`src/design/sdc_pkg.sv`:
```
package sdc_pkg;
	// geometry of the attached memory
	localparam int ROW_W = 12;
	localparam int COL_W = 8;
	localparam int BA_W = 2;
	localparam int DQ_W = 16;
	localparam int BE_W = DQ_W / 8;
	localparam int A_W = 12;
	localparam int ADDR_W = ROW_W + BA_W + COL_W;
	localparam int A10_BIT = 10;

	// register byte offsets
	localparam logic [11:0] OFS_CTRL = 12'h000;
	localparam logic [11:0] OFS_TIMING = 12'h004;
	localparam logic [11:0] OFS_REFRESH = 12'h008;
	localparam logic [11:0] OFS_STATUS = 12'h00C;

	// control bits
	localparam int CB_EN = 0;
	localparam int CB_FULLPAGE = 1;
	localparam int CB_MULTI = 2;
	localparam int CB_MAPROW = 3;
	localparam int CB_BYTE = 4;
	localparam int CTRL_W = 5;

	// timing fields, cycles of pclk, four bits each
	localparam int TF_W = 4;
	localparam int TF_CL = 0;
	localparam int TF_RCD = 4;
	localparam int TF_RP = 8;
	localparam int TF_RRD = 12;
	localparam int TF_RC = 16;
	localparam int TIM_W = 20;
	localparam logic [TF_W-1:0] CL_MIN = 4'h2;
	localparam logic [TF_W-1:0] CL_MAX = 4'h3;

	// reset values
	localparam logic [CTRL_W-1:0] CTRL_RST = 5'h00;
	localparam logic [TIM_W-1:0] TIMING_RST = 20'h72222;

	// refresh interval, printed as a time, converted at the pclk rate
	localparam int CLK_NS = 25;
	localparam int REF_PERIOD_NS = 15000;
	localparam int REF_CYC_DEF = REF_PERIOD_NS / CLK_NS;
	localparam int REF_W = 16;

	// fixed gaps in cycles
	localparam logic [1:0] COL_GAP = 2'h2;
	localparam logic [1:0] TWR = 2'h2;
	localparam logic [TF_W-1:0] TMRD = 4'h2;

	// mode register fields
	localparam int MR_BL_LSB = 0;
	localparam int MR_CL_LSB = 4;
	localparam logic [2:0] MR_BL_1 = 3'h0;
	localparam logic [2:0] MR_BL_FULL = 3'h7;

	// commands as {cs_n, ras_n, cas_n, we_n}
	typedef logic [3:0] sdc_cmd_t;
	localparam sdc_cmd_t CMD_NOP = 4'h7;
	localparam sdc_cmd_t CMD_ACT = 4'h3;
	localparam sdc_cmd_t CMD_RD = 4'h5;
	localparam sdc_cmd_t CMD_WR = 4'h4;
	localparam sdc_cmd_t CMD_BST = 4'h6;
	localparam sdc_cmd_t CMD_PRE = 4'h2;
	localparam sdc_cmd_t CMD_REF = 4'h1;
	localparam sdc_cmd_t CMD_MRS = 4'h0;

	typedef enum logic [3:0] {
		S_CFG, S_INIT_PRE, S_INIT_REF1, S_INIT_REF2, S_INIT_MRS, S_RUN, S_WAIT
	} sdc_st_e;

	typedef struct packed {
		logic req;
		logic we;
		logic [ADDR_W-1:0] addr;
		logic [DQ_W-1:0] wdata;
		logic [BE_W-1:0] be;
	} sdc_host_req_s;

	typedef struct packed {
		logic busy;
		logic rvalid;
		logic [DQ_W-1:0] rdata;
	} sdc_host_rsp_s;

	typedef struct packed {
		sdc_cmd_t cmd;
		logic [BA_W-1:0] ba;
		logic [A_W-1:0] a;
		logic [BE_W-1:0] dqm;
		logic [DQ_W-1:0] dq_out;
		logic dq_oe;
	} sdc_mem_s;

	typedef struct packed {
		sdc_st_e st;
		sdc_st_e ret;
		logic [7:0] wait_cnt;
		logic [REF_W-1:0] ref_cnt;
		logic ref_pend;
		logic [7:0] since_act;
		logic row_open;
		logic [BA_W-1:0] open_ba;
		logic [ROW_W-1:0] open_row;
		logic [1:0] col_gap;
		logic bst_due;
		logic pend;
		logic p_we;
		logic [BA_W-1:0] p_ba;
		logic [ROW_W-1:0] p_row;
		logic [COL_W-1:0] p_col;
		logic [DQ_W-1:0] p_wdata;
		logic [BE_W-1:0] p_be;
		logic [3:0] rd_pipe;
		logic [CTRL_W-1:0] cfg_ctrl;
		logic [TIM_W-1:0] cfg_tim;
		logic [REF_W-1:0] cfg_ref;
		sdc_mem_s mem;
		logic rvalid;
		logic [DQ_W-1:0] rdata;
		logic [31:0] prdata;
	} sdc_state_s;
endpackage

```
`src/design/sdc_core.sv`:
```
// Overview of operation
// (RULE1) configuration registers are loaded before the command machine leaves its idle start
// (RULE2) host address is split into row, bank and column phases on the address pins
// (RULE3) every memory command lasts exactly one clock, then no-operation; in full page mode a burst stop follows each column command directly
// (RULE4) busy is raised while refresh, precharge, activation or other overhead runs
// (RULE5) fixed burst or full page burst is chosen by configuration with read latency
// (RULE6) full page mode never uses column commands with automatic precharge
// (RULE7) gaps between commands come from the configurable timing fields
// (RULE8) a reloading timer raises periodic refresh requests at a programmable interval
// (RULE9) multi-bank mode precharges single banks and uses automatic precharge; the code closes rows with precharge-all before refresh
// (RULE10) multi-bank mode spaces activates to different banks by the bank-to-bank time
// (RULE11) single-bank mode closes rows with precharge-all only
// (RULE12) host pipelines reads; up to latency reads stay in flight awaiting data
// (RULE13) sequential mapping steps through all banks of a row before the row
// (RULE14) row mapping steps through all rows of a bank before the bank
// (RULE15) byte mode drives data mask from byte enables on writes
// (RULE16) two clocks separate successive column commands within an open row
// (RULE17) latency, activate-to-column and precharge settings cover two to three cycles; the code range-checks only the latency field
// (RULE18) address bit ten high closes all banks, low closes the selected bank
// (RULE19) full page bursts are ended by a burst stop command
// (RULE20) a pending refresh is served after the burst, banks closed, before host work
//
// Added by the designer: the placing of the registers and the APB interface to the registers.
`timescale 1ns/1ps
`default_nettype none
module sdc_core
	import sdc_pkg::*;
#(
	parameter int REF_CYC_RST = REF_CYC_DEF
) (
	input wire logic pclk,
	input wire logic presetn,
	input wire logic psel,
	input wire logic penable,
	input wire logic pwrite,
	input wire logic [11:0] paddr,
	input wire logic [31:0] pwdata,
	output logic [31:0] prdata,
	output logic pready,
	output logic pslverr,
	input wire sdc_host_req_s host_req,
	output sdc_host_rsp_s host_rsp,
	output sdc_mem_s mem,
	input wire logic [DQ_W-1:0] mem_dq_in
);
	// refuse a reset interval the refresh counter cannot hold
	if (REF_CYC_RST < 1 || REF_CYC_RST > 65535) begin : g_chk
		$error("refresh interval out of range");
	end
	// the column must sit below the precharge bit, or a column command would close the row
	if (COL_W > A10_BIT) begin : g_chk_col
		$error("column wider than the precharge bit position");
	end
	// row address and precharge bit must fit the multiplexed address pins
	if (ROW_W > A_W || A10_BIT >= A_W) begin : g_chk_row
		$error("row or precharge bit outside the address pins");
	end
	// the host word must cover row, bank and column exactly
	if (ADDR_W != ROW_W + BA_W + COL_W) begin : g_chk_addr
		$error("host address width does not match the memory geometry");
	end
	// the latency field of the mode word must fit the address pins
	if (MR_CL_LSB + 3 > A_W) begin : g_chk_mr
		$error("mode register fields outside the address pins");
	end
	// read latencies index the four-stage read pipe
	if (CL_MAX > 4'h3 || CL_MIN < 4'h1) begin : g_chk_cl
		$error("read latency range exceeds the read pipe");
	end
	// timing fields must fit the configuration word
	if (TF_RC + TF_W > TIM_W) begin : g_chk_tim
		$error("timing fields exceed the timing word");
	end
	// the data mask needs one lane per byte
	if (DQ_W % 8 != 0) begin : g_chk_dq
		$error("data width not a whole number of bytes");
	end

	localparam logic [REF_W-1:0] REF_RST = REF_CYC_RST[REF_W-1:0];

	sdc_state_s s;
	sdc_state_s n;
	logic host_ready;
	logic [TF_W-1:0] t_cl;
	logic [TF_W-1:0] t_rcd;
	logic [TF_W-1:0] t_rp;
	logic [TF_W-1:0] t_rrd;
	logic [TF_W-1:0] t_rc;
	logic [TF_W-1:0] act_gap;
	logic full_page;
	logic multi;
	logic hit;
	logic drained;
	logic [COL_W-1:0] m_col;
	logic [BA_W-1:0] m_ba;
	logic [ROW_W-1:0] m_row;
	logic acc_wr;
	logic acc_rd;
	logic [TF_W-1:0] wr_cl;

	// configuration fields
	assign t_cl = s.cfg_tim[TF_CL +: TF_W];
	assign t_rcd = s.cfg_tim[TF_RCD +: TF_W];
	assign t_rp = s.cfg_tim[TF_RP +: TF_W];
	assign t_rrd = s.cfg_tim[TF_RRD +: TF_W];
	assign t_rc = s.cfg_tim[TF_RC +: TF_W];
	assign full_page = s.cfg_ctrl[CB_FULLPAGE]; // RULE5
	assign multi = s.cfg_ctrl[CB_MULTI];
	assign wr_cl = pwdata[TF_CL +: TF_W];

	// address split by mapping scheme
	always_comb begin
		m_col = host_req.addr[COL_W-1:0]; // RULE2
		if (s.cfg_ctrl[CB_MAPROW]) begin
			m_row = host_req.addr[COL_W +: ROW_W]; // RULE14
			m_ba = host_req.addr[COL_W+ROW_W +: BA_W];
		end else begin
			m_ba = host_req.addr[COL_W +: BA_W]; // RULE13
			m_row = host_req.addr[COL_W+BA_W +: ROW_W];
		end
	end

	// host may hand over a request only while no overhead is due
	assign host_ready = (s.st == S_RUN) && !s.pend && !s.ref_pend; // RULE4
	assign hit = s.row_open && (s.open_ba == s.p_ba) && (s.open_row == s.p_row);
	assign drained = (s.col_gap == 2'h0) && (s.rd_pipe == 4'h0) && !s.bst_due;
	assign act_gap = (multi && (s.p_ba != s.open_ba)) ? t_rrd : t_rc; // RULE10
	assign acc_wr = psel && penable && pwrite;
	assign acc_rd = psel && !penable && !pwrite;

	// next state of the whole block
	always_comb begin
		n = s;
		n.mem.cmd = CMD_NOP; // RULE3
		n.mem.dq_oe = 1'b0;
		n.mem.dqm = '0;
		n.rvalid = 1'b0;
		n.bst_due = 1'b0;
		n.rd_pipe = {s.rd_pipe[2:0], 1'b0};
		if (s.since_act != 8'hFF) begin
			n.since_act = s.since_act + 8'h01;
		end
		if (s.col_gap != 2'h0) begin
			n.col_gap = s.col_gap - 2'h1;
		end
		// read data returns the latency after the read reached the pins
		if (s.rd_pipe[t_cl[1:0]]) begin
			n.rvalid = 1'b1; // RULE12
			n.rdata = mem_dq_in;
		end
		// host request capture
		if (host_req.req && host_ready) begin
			n.pend = 1'b1;
			n.p_we = host_req.we;
			n.p_ba = m_ba;
			n.p_row = m_row;
			n.p_col = m_col;
			n.p_wdata = host_req.wdata;
			n.p_be = host_req.be;
		end
		// command sequencer
		case (s.st)
			S_CFG: begin
				if (s.cfg_ctrl[CB_EN]) begin
					n.st = S_INIT_PRE; // RULE1
				end
			end
			// start-up: close all banks, two refreshes, then the mode word
			S_INIT_PRE: begin
				n.mem.cmd = CMD_PRE;
				n.mem.a = '0;
				n.mem.a[A10_BIT] = 1'b1; // RULE18
				n.st = S_WAIT;
				n.ret = S_INIT_REF1;
				n.wait_cnt = {4'h0, t_rp} - 8'h01; // RULE7
			end
			S_INIT_REF1, S_INIT_REF2: begin
				n.mem.cmd = CMD_REF;
				n.st = S_WAIT;
				n.ret = (s.st == S_INIT_REF1) ? S_INIT_REF2 : S_INIT_MRS;
				n.wait_cnt = {4'h0, t_rc} - 8'h01;
			end
			S_INIT_MRS: begin
				n.mem.cmd = CMD_MRS;
				n.mem.ba = '0;
				n.mem.a = '0;
				n.mem.a[MR_BL_LSB +: 3] = full_page ? MR_BL_FULL : MR_BL_1; // RULE5
				n.mem.a[MR_CL_LSB +: 3] = t_cl[2:0];
				n.st = S_WAIT;
				n.ret = S_RUN;
				n.wait_cnt = {4'h0, TMRD} - 8'h01;
			end
			// working state: burst stop first, then refresh, then host work
			S_RUN: begin
				if (s.bst_due) begin
					n.mem.cmd = CMD_BST; // RULE19
				end else if (s.ref_pend) begin
					if (drained) begin // RULE20
						if (s.row_open) begin
							n.mem.cmd = CMD_PRE;
							n.mem.a[A10_BIT] = 1'b1; // RULE18
							n.row_open = 1'b0;
							n.st = S_WAIT;
							n.ret = S_RUN;
							n.wait_cnt = {4'h0, t_rp} - 8'h01;
						end else if (s.since_act >= {4'h0, t_rc}) begin
							n.mem.cmd = CMD_REF;
							n.ref_pend = 1'b0;
							n.st = S_WAIT;
							n.ret = S_RUN;
							n.wait_cnt = {4'h0, t_rc} - 8'h01;
						end
					end
				end else if (s.pend) begin
					// column command on the open row
					if (hit) begin
						if (s.col_gap == 2'h0) begin
							n.mem.cmd = s.p_we ? CMD_WR : CMD_RD;
							n.mem.ba = s.p_ba;
							n.mem.a = '0;
							n.mem.a[COL_W-1:0] = s.p_col;
							if (multi && !full_page) begin
								n.mem.a[A10_BIT] = 1'b1; // RULE9
								n.row_open = 1'b0;
							end else begin
								n.mem.a[A10_BIT] = 1'b0; // RULE6
							end
							if (s.p_we) begin
								n.mem.dq_out = s.p_wdata;
								n.mem.dq_oe = 1'b1;
								n.mem.dqm = s.cfg_ctrl[CB_BYTE] ? ~s.p_be : '0; // RULE15
							end else begin
								n.rd_pipe[0] = 1'b1; // RULE12
							end
							n.col_gap = s.p_we ? TWR : COL_GAP; // RULE16
							n.bst_due = full_page; // RULE19
							n.pend = 1'b0;
						end
					end else if (s.row_open) begin
						// close the open row once column traffic has drained
						if (drained) begin
							n.mem.cmd = CMD_PRE;
							n.mem.ba = s.open_ba;
							n.mem.a[A10_BIT] = !multi; // RULE11
							n.row_open = 1'b0;
							n.st = S_WAIT;
							n.ret = S_RUN;
							n.wait_cnt = {4'h0, t_rp} - 8'h01;
						end
					end else if (s.since_act >= {4'h0, act_gap}) begin
						// open the row once the activate spacing has passed
						n.mem.cmd = CMD_ACT; // RULE10
						n.mem.ba = s.p_ba;
						n.mem.a = s.p_row;
						n.row_open = 1'b1;
						n.open_ba = s.p_ba;
						n.open_row = s.p_row;
						n.since_act = 8'h00;
						n.st = S_WAIT;
						n.ret = S_RUN;
						n.wait_cnt = {4'h0, t_rcd} - 8'h01; // RULE7
					end
				end
			end
			// count down the gap set by the last command
			S_WAIT: begin
				if (s.wait_cnt <= 8'h01) begin
					n.st = s.ret;
				end else begin
					n.wait_cnt = s.wait_cnt - 8'h01;
				end
			end
			default: begin
				n.st = S_CFG;
			end
		endcase
		// refresh interval timer; its set wins over the clear above
		if (s.st != S_CFG) begin
			if (s.ref_cnt == '0) begin
				// reload one short so the request repeats every cfg_ref cycles
				n.ref_cnt = s.cfg_ref - 16'h0001; // RULE8
				n.ref_pend = 1'b1;
			end else begin
				n.ref_cnt = s.ref_cnt - 16'h0001;
			end
		end
		// register writes in the access phase
		if (acc_wr) begin
			case (paddr)
				OFS_CTRL: begin
					if (s.st == S_CFG) begin
						n.cfg_ctrl = pwdata[CTRL_W-1:0]; // RULE1
					end
				end
				OFS_TIMING: begin
					if (s.st == S_CFG && wr_cl >= CL_MIN && wr_cl <= CL_MAX) begin
						n.cfg_tim = pwdata[TIM_W-1:0]; // RULE17
					end
				end
				OFS_REFRESH: begin
					if (pwdata[REF_W-1:0] != '0) begin
						n.cfg_ref = pwdata[REF_W-1:0];
					end
				end
				default: begin
				end
			endcase
		end
		// read data loads in the setup phase
		if (acc_rd) begin
			case (paddr)
				OFS_CTRL: n.prdata = {27'h0, s.cfg_ctrl};
				OFS_TIMING: n.prdata = {12'h0, s.cfg_tim};
				OFS_REFRESH: n.prdata = {16'h0, s.cfg_ref};
				OFS_STATUS: n.prdata = {24'h0, s.ref_pend, s.row_open, !host_ready, 1'b0, s.st};
				default: n.prdata = 32'h0000_0000;
			endcase
		end
	end

	// state register
	always_ff @(posedge pclk or negedge presetn) begin
		if (!presetn) begin
			s <= '0;
			s.st <= S_CFG;
			s.ret <= S_CFG;
			s.mem.cmd <= CMD_NOP;
			s.cfg_ctrl <= CTRL_RST;
			s.cfg_tim <= TIMING_RST;
			s.cfg_ref <= REF_RST;
			s.ref_cnt <= REF_RST - 16'h0001;
			s.since_act <= 8'hFF;
		end else begin
			s <= n;
		end
	end

	// bus answer and outputs
	assign pready = 1'b1;
	assign pslverr = psel && penable && (paddr != OFS_CTRL) && (paddr != OFS_TIMING) &&
		(paddr != OFS_REFRESH) && (paddr != OFS_STATUS);
	assign prdata = s.prdata;
	assign host_rsp.busy = !host_ready; // RULE4
	assign host_rsp.rvalid = s.rvalid;
	assign host_rsp.rdata = s.rdata;
	assign mem = s.mem;
endmodule
`default_nettype wire

```
`config.mk`:
```
export PLATFORM = sky130hd
export DESIGN_NAME = sdc_core
export DESIGN_NICKNAME = d
export VERILOG_FILES = /design/src/design/sdc_pkg.sv /design/src/design/sdc_core.sv
export SDC_FILE = /design/constraint.sdc
export NUM_CORES = 1
export LEC_CHECK = 0
export CAP_MARGIN = 20
export CELL_PAD_IN_SITES_DETAIL_PLACEMENT = 1
export CELL_PAD_IN_SITES_GLOBAL_PLACEMENT = 2
export CORE_ASPECT_RATIO = 1.75
export CORE_MARGIN = 4
export CORE_UTILIZATION = 44
export DETAILED_ROUTE_END_ITERATION = 12
export DONT_BUFFER_PORTS = 1
export GPL_TIMING_DRIVEN = 0
export MAX_ROUTING_LAYER = met4
export PLACE_DENSITY = 0.91
export SETUP_SLACK_MARGIN = 0.2
export SYNTH_ARGS = -nofsm -noshare
export SYNTH_HDL_FRONTEND = slang
export SYNTH_SLANG_ARGS = --single-unit
```
`constraint.sdc`:
```
create_clock -name pclk -period 4.7 [get_ports pclk]
set_input_delay 1.41 -clock pclk [delete_from_list [all_inputs] [get_ports pclk]]
set_output_delay 1.41 -clock pclk [all_outputs]
set_load 0.1 [all_outputs]
```
==> results of run 1 <==
-- per-stage QoR --
stage	setup slack [ns]	area, um^2	std cells	utilization	hold WS, ns
floorplan	0.706	11800	1142	-	0.370
global placement	0.534	12200	1466	0.462	0.382
detailed placement	0.505	12200	1466	0.462	0.387
CTS	0.419	13100	1508	0.494	0.403
global route	0.314	13100	1509	0.494	0.405
finish	0.415	13100	1509	0.494	0.405
-- cell usage after synthesis (4+ instances only) --
library cell,number
dfrtp_1,189
nand2_1,129
buf_4,94
mux2_2,91
o21ai_0,64
nor2_1,58
nor3_1,34
a21oi_1,28
clkbuf_1,28
dfstp_2,28
mux2i_1,27
nand3_1,26
inv_1,24
a22oi_1,21
ha_1,20
xor2_1,17
o31ai_1,15
nor4_1,13
buf_2,12
nand4_1,11
nor2b_1,10
a22o_1,9
a31oi_1,9
and2_1,9
and3_1,9
mux2_1,9
o211ai_1,8
xnor2_1,8
a211oi_1,7
nand2b_1,7
and4_1,6
o22a_1,6
or2_2,6
nor4b_1,5
o21a_1,5
a32o_1,4
buf_6,4
mux4_2,4
or3_1,4
or4_4,4
-- worst reg2reg max path, cell delays in order (launching register included) --
cell	delay [ns]
dfrtp_1	0.42
xor2_1	0.21
o21ai_1	0.43
mux2_2	0.40
ha_1	0.27
nand2b_1	0.14
a211oi_1	0.38
o21ai_0	0.43
a21oi_1	0.29
and2_1	0.14
clkbuf_1	0.29
o21ai_0	0.17
-- cell type report --
type,instances,area (um^2)
fillers,2907,13400
inverters,25,93.8
multi-input cells,761,5350
clock inverters,12,195
plain buffers,139,920
clock buffers,30,652
well taps,324,405
flip-flops and latches,217,5470
repair buffers,1,5.00
-- how the worst max path moves through the flow --
stage               cells past startpoint            to                from  slack (ns)
finish                                  4  host_rsp[17]  s[228]$_DFFE_PN0P_        0.42
global route                            4  host_rsp[17]  s[228]$_DFFE_PN0P_        0.31
CTS                                     4  host_rsp[17]  s[228]$_DFFE_PN0P_        0.42
detailed placement                      3       pslverr            paddr[7]        0.51
global placement                        3       pslverr            paddr[7]        0.53
floorplan                               3       pslverr            paddr[7]        0.71
-- per-layer routing --
layer / wire length [um] / global-route usage / vias up
li1: - / - / 4044
met1: 12400 / 0.247 / 4458
met2: 19000 / 0.446 / 225
met3: 1200 / 0.0280 / 73
met4: 1470 / 0.102 / 0
met5: 0 / - / -
-- logic make-up after synthesis --
group,Yosys count
AND/OR/NAND/NOR,356
flip-flops,217
AO/OA/AOI/OAI,215
buffers and inverters,164
multiplexers,131
XOR/XNOR,25
adder cells (fa/ha/maj),20
other,2
-- power breakdown --
| group | internal [mW] | switching, mW | leakage [nW] | total (mW) |
|---|---|---|---|---|
| Combinational | 0.109 | 0.221 | 2.95 | 0.330 |
| Sequential | 1.88 | 0.0111 | 2.91 | 1.89 |
| Clock | 1.25 | 0.782 | 0.417 | 2.04 |
-- state kept, by name (all words and copies together) (netlist names) --
register / flops
s: 139
mem: 36
prdata: 20
host_rsp: 17
n: 3
full_page: 1
multi: 1
-- placed cells by master (no fill, tap or decap), types with 7 or more instances in the layout --
master       n
nand3_1     26
a31oi_1      9
o211ai_1     8
inv_1       24
buf_2       13
nor2_1      58
xnor2_1      8
conb_1      14
nor2b_1     10
nor4_1      13
o21ai_0     64
mux2_1       9
a211oi_1     7
xor2_1      17
nor3_1      34
a21oi_1     28
clkbuf_16   23
and3_1       9
and2_1       9
nand2_1    129
mux2_2      91
nand2b_1     7
a22o_1       9
dfstp_2     28
ha_1        20
a22oi_1     21
o31ai_1     15
buf_4       94
clkbuf_1    30
mux2i_1     27
nand4_1     11
dfrtp_1    189
==> results.cfg, run 1 <==
[clocking]
cts_root_buf = clkbuf_16
hold_buffers = 0
insertion_delay_ns = 0.53
cts_tree = yes
cts_made_buffers = 23
clock-sinks = 217
ctsLongestPathBuffers = 3
cts_resized = 0
htreeDepth = 1
path_clk_slew_ns = 0.07
post-cts-setup-buffer-count = 0

[grt]
antenna_found_initial = 0
grt_overflow_total = 0
grt_max_degree = 218
grt_usage = 0.237
grt_pass1_wl_mm = 54.1
grt_pass1_vias = 9738

[sta]
min_period_ns = 4.28
fmax_mhz = 233
clock_skew_ns = 0.0117
setup_tns_ns = 0
worstMarginPinSlew_ns = 0.960
setup_viol = 0
hold_violations = 0
fin_crit_sh = 0.912
rsz0062_at_grt = false
relSlewSlack = 0.362
maxSlewViolCount = 0

[routing]
vias = 8800
wl_per_cell_um = 22.5
drc = 0
antenna_left = 0
firstDrtPassIters = 5
detail_route.vias_per_cell = 5.83
drt_iter0_drc = 512
totalWireLength_mm = 34.0

[hold_path]
hold_class = reg -> reg
min_to = s[130]$_DFF_PN0_
min_path_cells = 0
hp-start = n[130]$_DFF_PN0_

[yosys]
post_synth.cell_area_avg_um2 = 10.4
synth_top_family_by_area = simple AND/OR/NAND/NOR gates
synth-compound-area-share = 0.127
synth_simple_gate_area_frac = 0.156
yosysWarnings = 0
synth_mux_area_frac = 0.126
synth-seq-cells = 217
async_flop_share = 1.00
synth-edff-count = 0
ys_types = 84
yosysTopAreaCell = dfrtp_1
syn_area_um2 = 11800
synth_xor_area_frac = 0.0186
ys.flop_type = dfrtp_1
ys_seq_area_frac = 0.464
syn_inst = 1130
synth_area_leaders = dfrtp_1 40%, mux2_2 8.7%, dfstp_2 6.2%
synth_fa_ha_area_frac = 0.0212
synth.top_cell.area_share = 0.401

[placement]
gp_congestion = 0.915
post-dp-hpwl_mm = 25.7
io_buffers = 0

[die]
num_rows = 79
coreArea_um2 = 26500
die_area_um2 = 29600
floorplan.initialDensity = 0.445
pin_count = 196
die_h_um = 225
fp.dieW_um = 132

[power_and_ir_drop]
power.leakage_nw = 6.28
max-vdd-ir-drop_v = 0.000292
power_density_nw_per_um2 = 325
power_mw = 4.26

[critical_path]
cpPeakStageDelay_ns = 0.72
r2r_start = s[169]$_DFFE_PN0P_
worstReg2RegEnd = mem[23]$_DFFE_PN0P_
critPathSlowestCell = nor3_1
critPathTopFamily = simple AND/OR/NAND/NOR gates
ff2ff_path_depth = 11
crit_chain = buf_2 > nand3_1 > nor3_1 > inv_1
critical_path_class = reg -> out
critPathArrivalTime_ns = 2.87
crit_buf_inv = 2
crit_path_start_kind = register
critical_path_required_ns = 3.29
reg2reg_slack_ns = 0.99
crit_path_end_kind = output port
crit_fanout = 10

[flow_run]
drv_cap = 0

[final_layout]
nNetsFinal = 1295
layout-drive-gt1-share = 0.261
area_growth_pct = 11.1
n_antenna_cell = 0

[outcome]
outcome = finished, final reports clean
Note: power is estimated with default switching activity, not from simulation.
==> inputs of run 2 (changes only) <==
--- a/config.mk
+++ b/config.mk
@@ -16,6 +16,7 @@
 export GPL_TIMING_DRIVEN = 0
 export MAX_ROUTING_LAYER = met4
 export PLACE_DENSITY = 0.91
+export RECOVER_POWER = 50
 export SETUP_SLACK_MARGIN = 0.2
 export SYNTH_ARGS = -nofsm -noshare
 export SYNTH_HDL_FRONTEND = slang
==> run 2 against run 1 <==
Count of clock-buffer cells in the layout is the same. Register-to-register slack got worse by 0.02 ns. Cell area shrank 0.24%. Wire length about the same. Cell count unchanged. Power shrank 0.24%. Critical path depth unchanged. Via count is 0.32% lower.
==> results.cfg, run 2 (synthesis results as in run 1) <==
[die]
die_h_um = 225
fp.dieW_um = 132
num_rows = 79
pin_count = 196
floorplan.initialDensity = 0.445
die_area_um2 = 29600
coreArea_um2 = 26500

[final_layout]
nNetsFinal = 1295
largest-register = s
n_antenna_cell = 0
fillerInstances = 2916
largest_reg_flops = 139
layout-drive-gt1-share = 0.255
layout_commonest_cell = dfrtp_1
fin_cells = 1509
final_cell_mix = 189 x dfrtp_1, 129 x nand2_1, 93 x buf_4
area_growth_pct = 10.8

[placement]
post-dp-hpwl_mm = 25.7
io_buffers = 0
gp_congestion = 0.915
placed_cells = 1466

[routing]
antenna_left = 0
detail_route.vias_per_cell = 5.81
firstDrtPassIters = 5
vias = 8772
totalWireLength_mm = 34.0
wl_per_cell_um = 22.5
drt_iter0_drc = 487
drc = 0

[power_and_ir_drop]
power.leakage_nw = 6.26
max-vdd-ir-drop_v = 0.000292
power_density_nw_per_um2 = 325
clkPwrFrac = 0.480
power.switching_mw = 1.01
internal_power_mw = 3.23
switching_share = 0.239
power_frac_seq = 0.445
p_comb_frac = 0.075

[grt]
grt_overflow_total = 0
antenna_found_initial = 0
grt_usage = 0.237
grt_max_degree = 218
grt_pass1_vias = 9738
grt_pass1_wl_mm = 54.1

[sta]
min_period_ns = 4.25
whs_ns = 0.406
hold_violations = 0
setup_tns_ns = 0
maxSlewViolCount = 0
worstMarginPinSlew_ns = 0.960
fmax_mhz = 236
relSlewSlack = 0.362
clock_skew_ns = 0.0124
setup_viol = 0
fin_crit_sh = 0.903
rsz0062_at_grt = false

[critical_path]
critPathSlowestCell = nor3_1
critPathTopFamily = buffers and inverters
crit_chain = buf_2 > nand3_1 > nor3_1 > inv_1
crit_path_start_kind = register
critical_path_required_ns = 3.29
crit_buf_inv = 2
critPathArrivalTime_ns = 2.84
crit_path_end_kind = output port
cpPeakStageDelay_ns = 0.69
critical_path_class = reg -> out
crit_fanout = 10

[clocking]
path_clk_slew_ns = 0.07
htreeDepth = 1
insertion_delay_ns = 0.53
cts_resized = 0
cts_made_buffers = 23
hold_buffers = 0
post-cts-setup-buffer-count = 0
cts_root_buf = clkbuf_16
cts_tree = yes
ctsLongestPathBuffers = 3
clock-sinks = 217

[flow_run]
drv_cap = 0

[hold_path]
hold_class = reg -> reg

[outcome]
outcome = finished, final reports clean
==> run 2: worst reg2reg max path: stages, from the launching register on <==
cell	delay [ns]
dfrtp_1	0.43
or4_1	0.66
nor2_1	0.37
and2_1	0.18
buf_4	0.17
clkbuf_1	0.45
a21oi_1	0.19
ha_1	0.24
nand2b_1	0.17
or4_1	0.14
a21o_2	0.16
and3b_1	0.19
a31oi_1	0.13
o21ai_0	0.10
==> run 2: power by group through the flow <==
stage          Combinational, mW  Clock [mW]  Sequential [mW]
4_1_cts                    0.328        2.09             1.89
3_5_place_dp               0.327           0             1.92
2_1_floorplan              0.267           0             1.92
5_1_grt                    0.345        2.17             1.89
3_3_place_gp               0.324           0             1.92
6_report                   0.317        2.04             1.89
==> run 2: area by class of cell <==
class                           count  area (um^2)  area share
Timing Repair Buffer                1         5.00    0.000383
Clock buffer                       30          652      0.0499
Clock inverter                     12          195      0.0149
Buffer                            139          913      0.0700
Sequential cell                   217         5470       0.419
Tap cell                          324          405      0.0310
Inverter                           25         93.8     0.00719
Multi-Input combinational cell    761         5330       0.408
==> run 2: worst paths after layout <==
kind                            depth (start not counted)               endpoint  slack [ns]                from
worst max-delay path                                    4           host_rsp[17]        0.45  s[228]$_DFFE_PN0P_
worst min-delay path                                    0       s[130]$_DFF_PN0_        0.41    n[130]$_DFF_PN0_
worst max register to register                         13     s[210]$_DFFE_PN0P_        0.97  s[208]$_DFFE_PN0P_
worst min register to register                          0       s[130]$_DFF_PN0_        0.41    n[130]$_DFF_PN0_
max in group asynchronous                               0      mem[35]$_DFF_PN1_        3.71             presetn
min in group asynchronous                               0  prdata[2]$_DFFE_PN0P_        0.58             presetn
==> run 2: metrics by stage <==
stage	utilization	total power, mW	setup WS [ns]	cell area [um^2]
2_1_floorplan	-	2.19	0.706	11800
3_3_place_gp	0.462	2.25	0.534	12200
3_5_place_dp	0.462	2.25	0.505	12200
4_1_cts	0.494	4.31	0.419	13100
5_1_grt	0.493	4.41	0.314	13100
6_report	0.493	4.25	0.454	13100
==> run 2: per-layer routing <==
metal | vias to the layer above | global-route usage | share of wire
li1 | 4036 | - | -
met1 | 4447 | 0.247 | 0.36
met2 | 216 | 0.446 | 0.56
met3 | 73 | 0.0280 | 0.036
met4 | 0 | 0.102 | 0.043
met5 | - | - | 0
==> inputs of run 3 (changes only) <==
--- a/config.mk
+++ b/config.mk
@@ -9,13 +9,12 @@
 export CELL_PAD_IN_SITES_DETAIL_PLACEMENT = 1
 export CELL_PAD_IN_SITES_GLOBAL_PLACEMENT = 2
 export CORE_ASPECT_RATIO = 1.75
-export CORE_MARGIN = 4
-export CORE_UTILIZATION = 44
+export CORE_UTILIZATION = 41
 export DETAILED_ROUTE_END_ITERATION = 12
 export DONT_BUFFER_PORTS = 1
 export GPL_TIMING_DRIVEN = 0
 export MAX_ROUTING_LAYER = met4
-export PLACE_DENSITY = 0.91
+export PLACE_DENSITY = 0.86
 export RECOVER_POWER = 50
 export SETUP_SLACK_MARGIN = 0.2
 export SYNTH_ARGS = -nofsm -noshare
==> constraint.sdc (replaced) <==
create_clock -name pclk -period 4.4 [get_ports pclk]
set_input_delay 1.32 -clock pclk [delete_from_list [all_inputs] [get_ports pclk]]
set_output_delay 1.32 -clock pclk [all_outputs]
set_load 0.1 [all_outputs]
==> run 3 against run 2 <==
Core utilization down 2.7 points. Global-route usage increased by 0.84 points. Largest cell class unchanged. Worst hold slack got worse by 0.013 ns. Clock skew rose by 0.016 ns. Clock power about the same. Highest routed layer unchanged. Worst setup slack worse by 0.075 ns. Register-to-register slack got worse by 0.37 ns. Non-clock buffer count fell by 1. Count of clock-buffer cells in the layout shrank 2. Die area decreased by 0.40%.
==> results.cfg, run 3 (synthesis results as in run 1) <==
[grt]
grt_pass1_vias = 9644
antenna_found_initial = 0
grt_overflow_total = 0
grt_pass1_wl_mm = 53.1
grt_max_degree = 218
grt_usage = 0.245

[die]
die_h_um = 226
die_area_um2 = 29500
fp.dieW_um = 130
num_rows = 81
floorplan.initialDensity = 0.420
pin_count = 196
coreArea_um2 = 28100

[hold_path]
hold_class = reg -> reg

[clocking]
cts_resized = 0
htreeDepth = 1
ctsLongestPathBuffers = 3
path_clk_slew_ns = 0.07
clock-sinks = 217
hold_buffers = 0
post-cts-setup-buffer-count = 0
insertion_delay_ns = 0.55
cts_tree = yes
cts_root_buf = clkbuf_16
cts_made_buffers = 23

[sta]
fin_crit_sh = 0.914
setup_tns_ns = 0
setup_slack_ns = 0.380
clock_skew_ns = 0.0288
worstMarginPinSlew_ns = 1.16
setup_viol = 0
fmax_mhz = 249
hold_violations = 0
rsz0062_at_grt = false
whs_ns = 0.392
maxSlewViolCount = 0
min_period_ns = 4.02
relSlewSlack = 0.229

[final_layout]
nNetsFinal = 1294
largest_reg_flops = 139
area_growth_pct = 11.0
largest-register = s
n_antenna_cell = 0
final_cell_mix = 189 x dfrtp_1, 129 x nand2_1, 93 x buf_4
layout-drive-gt1-share = 0.256
layout_commonest_cell = dfrtp_1
final_area_um2 = 13100
fillerInstances = 3156

[power_and_ir_drop]
power.leakage_nw = 6.24
power_density_nw_per_um2 = 340
max-vdd-ir-drop_v = 0.000353

[critical_path]
crit_buf_inv = 0
critical_path_class = in -> out
critPathSlowestCell = and3_1
crit_chain = nor4_2 > nand3_2 > and3_1
ff2ff_path_depth = 11
critical_path_required_ns = 3.08
crit_path_start_kind = primary input
crit_path_end_kind = output port
critical_path.startpoint = paddr[1]
crit_path_end = pslverr
path_depth = 3
crit_fanout = 9
critPathTopFamily = simple AND/OR/NAND/NOR gates
critPathArrivalTime_ns = 2.70
cpPeakStageDelay_ns = 0.63
worstReg2RegEnd = mem[30]$_DFFE_PN0P_
reg2reg_slack_ns = 0.60
r2r_start = s[169]$_DFFE_PN0P_

[routing]
detail_route.vias_per_cell = 5.61
totalWireLength_mm = 34.2
wl_per_cell_um = 21.9
drt_iter0_drc = 386
antenna_left = 0
vias = 8740
firstDrtPassIters = 5
drc = 0

[placement]
gp_congestion = 0.873
io_buffers = 0
pre_cts_ws_ns = 0.367
place_area_um2 = 12300
post-dp-hpwl_mm = 25.7

[outcome]
outcome = finished, final reports clean

[flow_run]
drv_cap = 0
run 3: worst min-delay path by stage:
| stage | slack [ns] | depth (start not counted) | end | startpoint |
|---|---|---|---|---|
| 2_1_floorplan | 0.37 | 0 | s[130]$_DFF_PN0_ | n[130]$_DFF_PN0_ |
| 3_3_place_gp | 0.38 | 0 | s[130]$_DFF_PN0_ | n[130]$_DFF_PN0_ |
| 3_5_place_dp | 0.40 | 0 | s[130]$_DFF_PN0_ | n[130]$_DFF_PN0_ |
| 4_1_cts | 0.40 | 0 | s[130]$_DFF_PN0_ | n[130]$_DFF_PN0_ |
| 5_1_grt | 0.42 | 0 | s[130]$_DFF_PN0_ | n[130]$_DFF_PN0_ |
| 6_report | 0.39 | 0 | s[130]$_DFF_PN0_ | n[130]$_DFF_PN0_ |
run 3: worst register-to-register path, stage by stage, from the launching register on:
cell and delay [ns]:
dfrtp_1 0.42, xor2_1 0.22, o21ai_1 0.46, mux2_2 0.40
ha_1 0.27, nand2b_1 0.15, a211oi_1 0.37, o21ai_0 0.43
a21oi_1 0.30, and2_1 0.15, clkbuf_1 0.30, o21ai_0 0.18
run 3: layout make-up:
cell class / count / area, um^2 / share of cell area
clock inverters: 14 / 176 / 0.0135
plain buffers: 139 / 913 / 0.0698
flip-flops and latches: 217 / 5470 / 0.418
clock buffers: 28 / 614 / 0.0470
well taps: 373 / 467 / 0.0357
inverters: 25 / 97.6 / 0.00746
multi-input cells: 761 / 5350 / 0.409
run 3: per-layer routing:
layer,global-route usage,part of all wire,up-vias
li1,-,-,4028
met1,0.243,0.35,4469
met2,0.465,0.57,184
met3,0.0342,0.040,59
met4,0.105,0.040,0
met5,-,0,-
run 3: stage by stage:
| stage | total power [mW] | instances | utilization |
|---|---|---|---|
| 3_5_place_dp | 2.41 | 1515 | 0.438 |
| 3_3_place_gp | 2.40 | 1515 | 0.438 |
| 5_1_grt | 4.60 | 1557 | 0.466 |
| 4_1_cts | 4.51 | 1557 | 0.466 |
| 2_1_floorplan | 2.34 | 1142 | - |
| 6_report | 4.45 | 1557 | 0.466 |
run 3: power by group:
group	leakage, nW	switching, mW	total, mW	internal [mW]
Combinational	2.93	0.238	0.353	0.115
Clock	0.394	0.843	2.07	1.23
Sequential	2.91	0.0116	2.02	2.01
Total	6.24	1.09	4.45	3.35
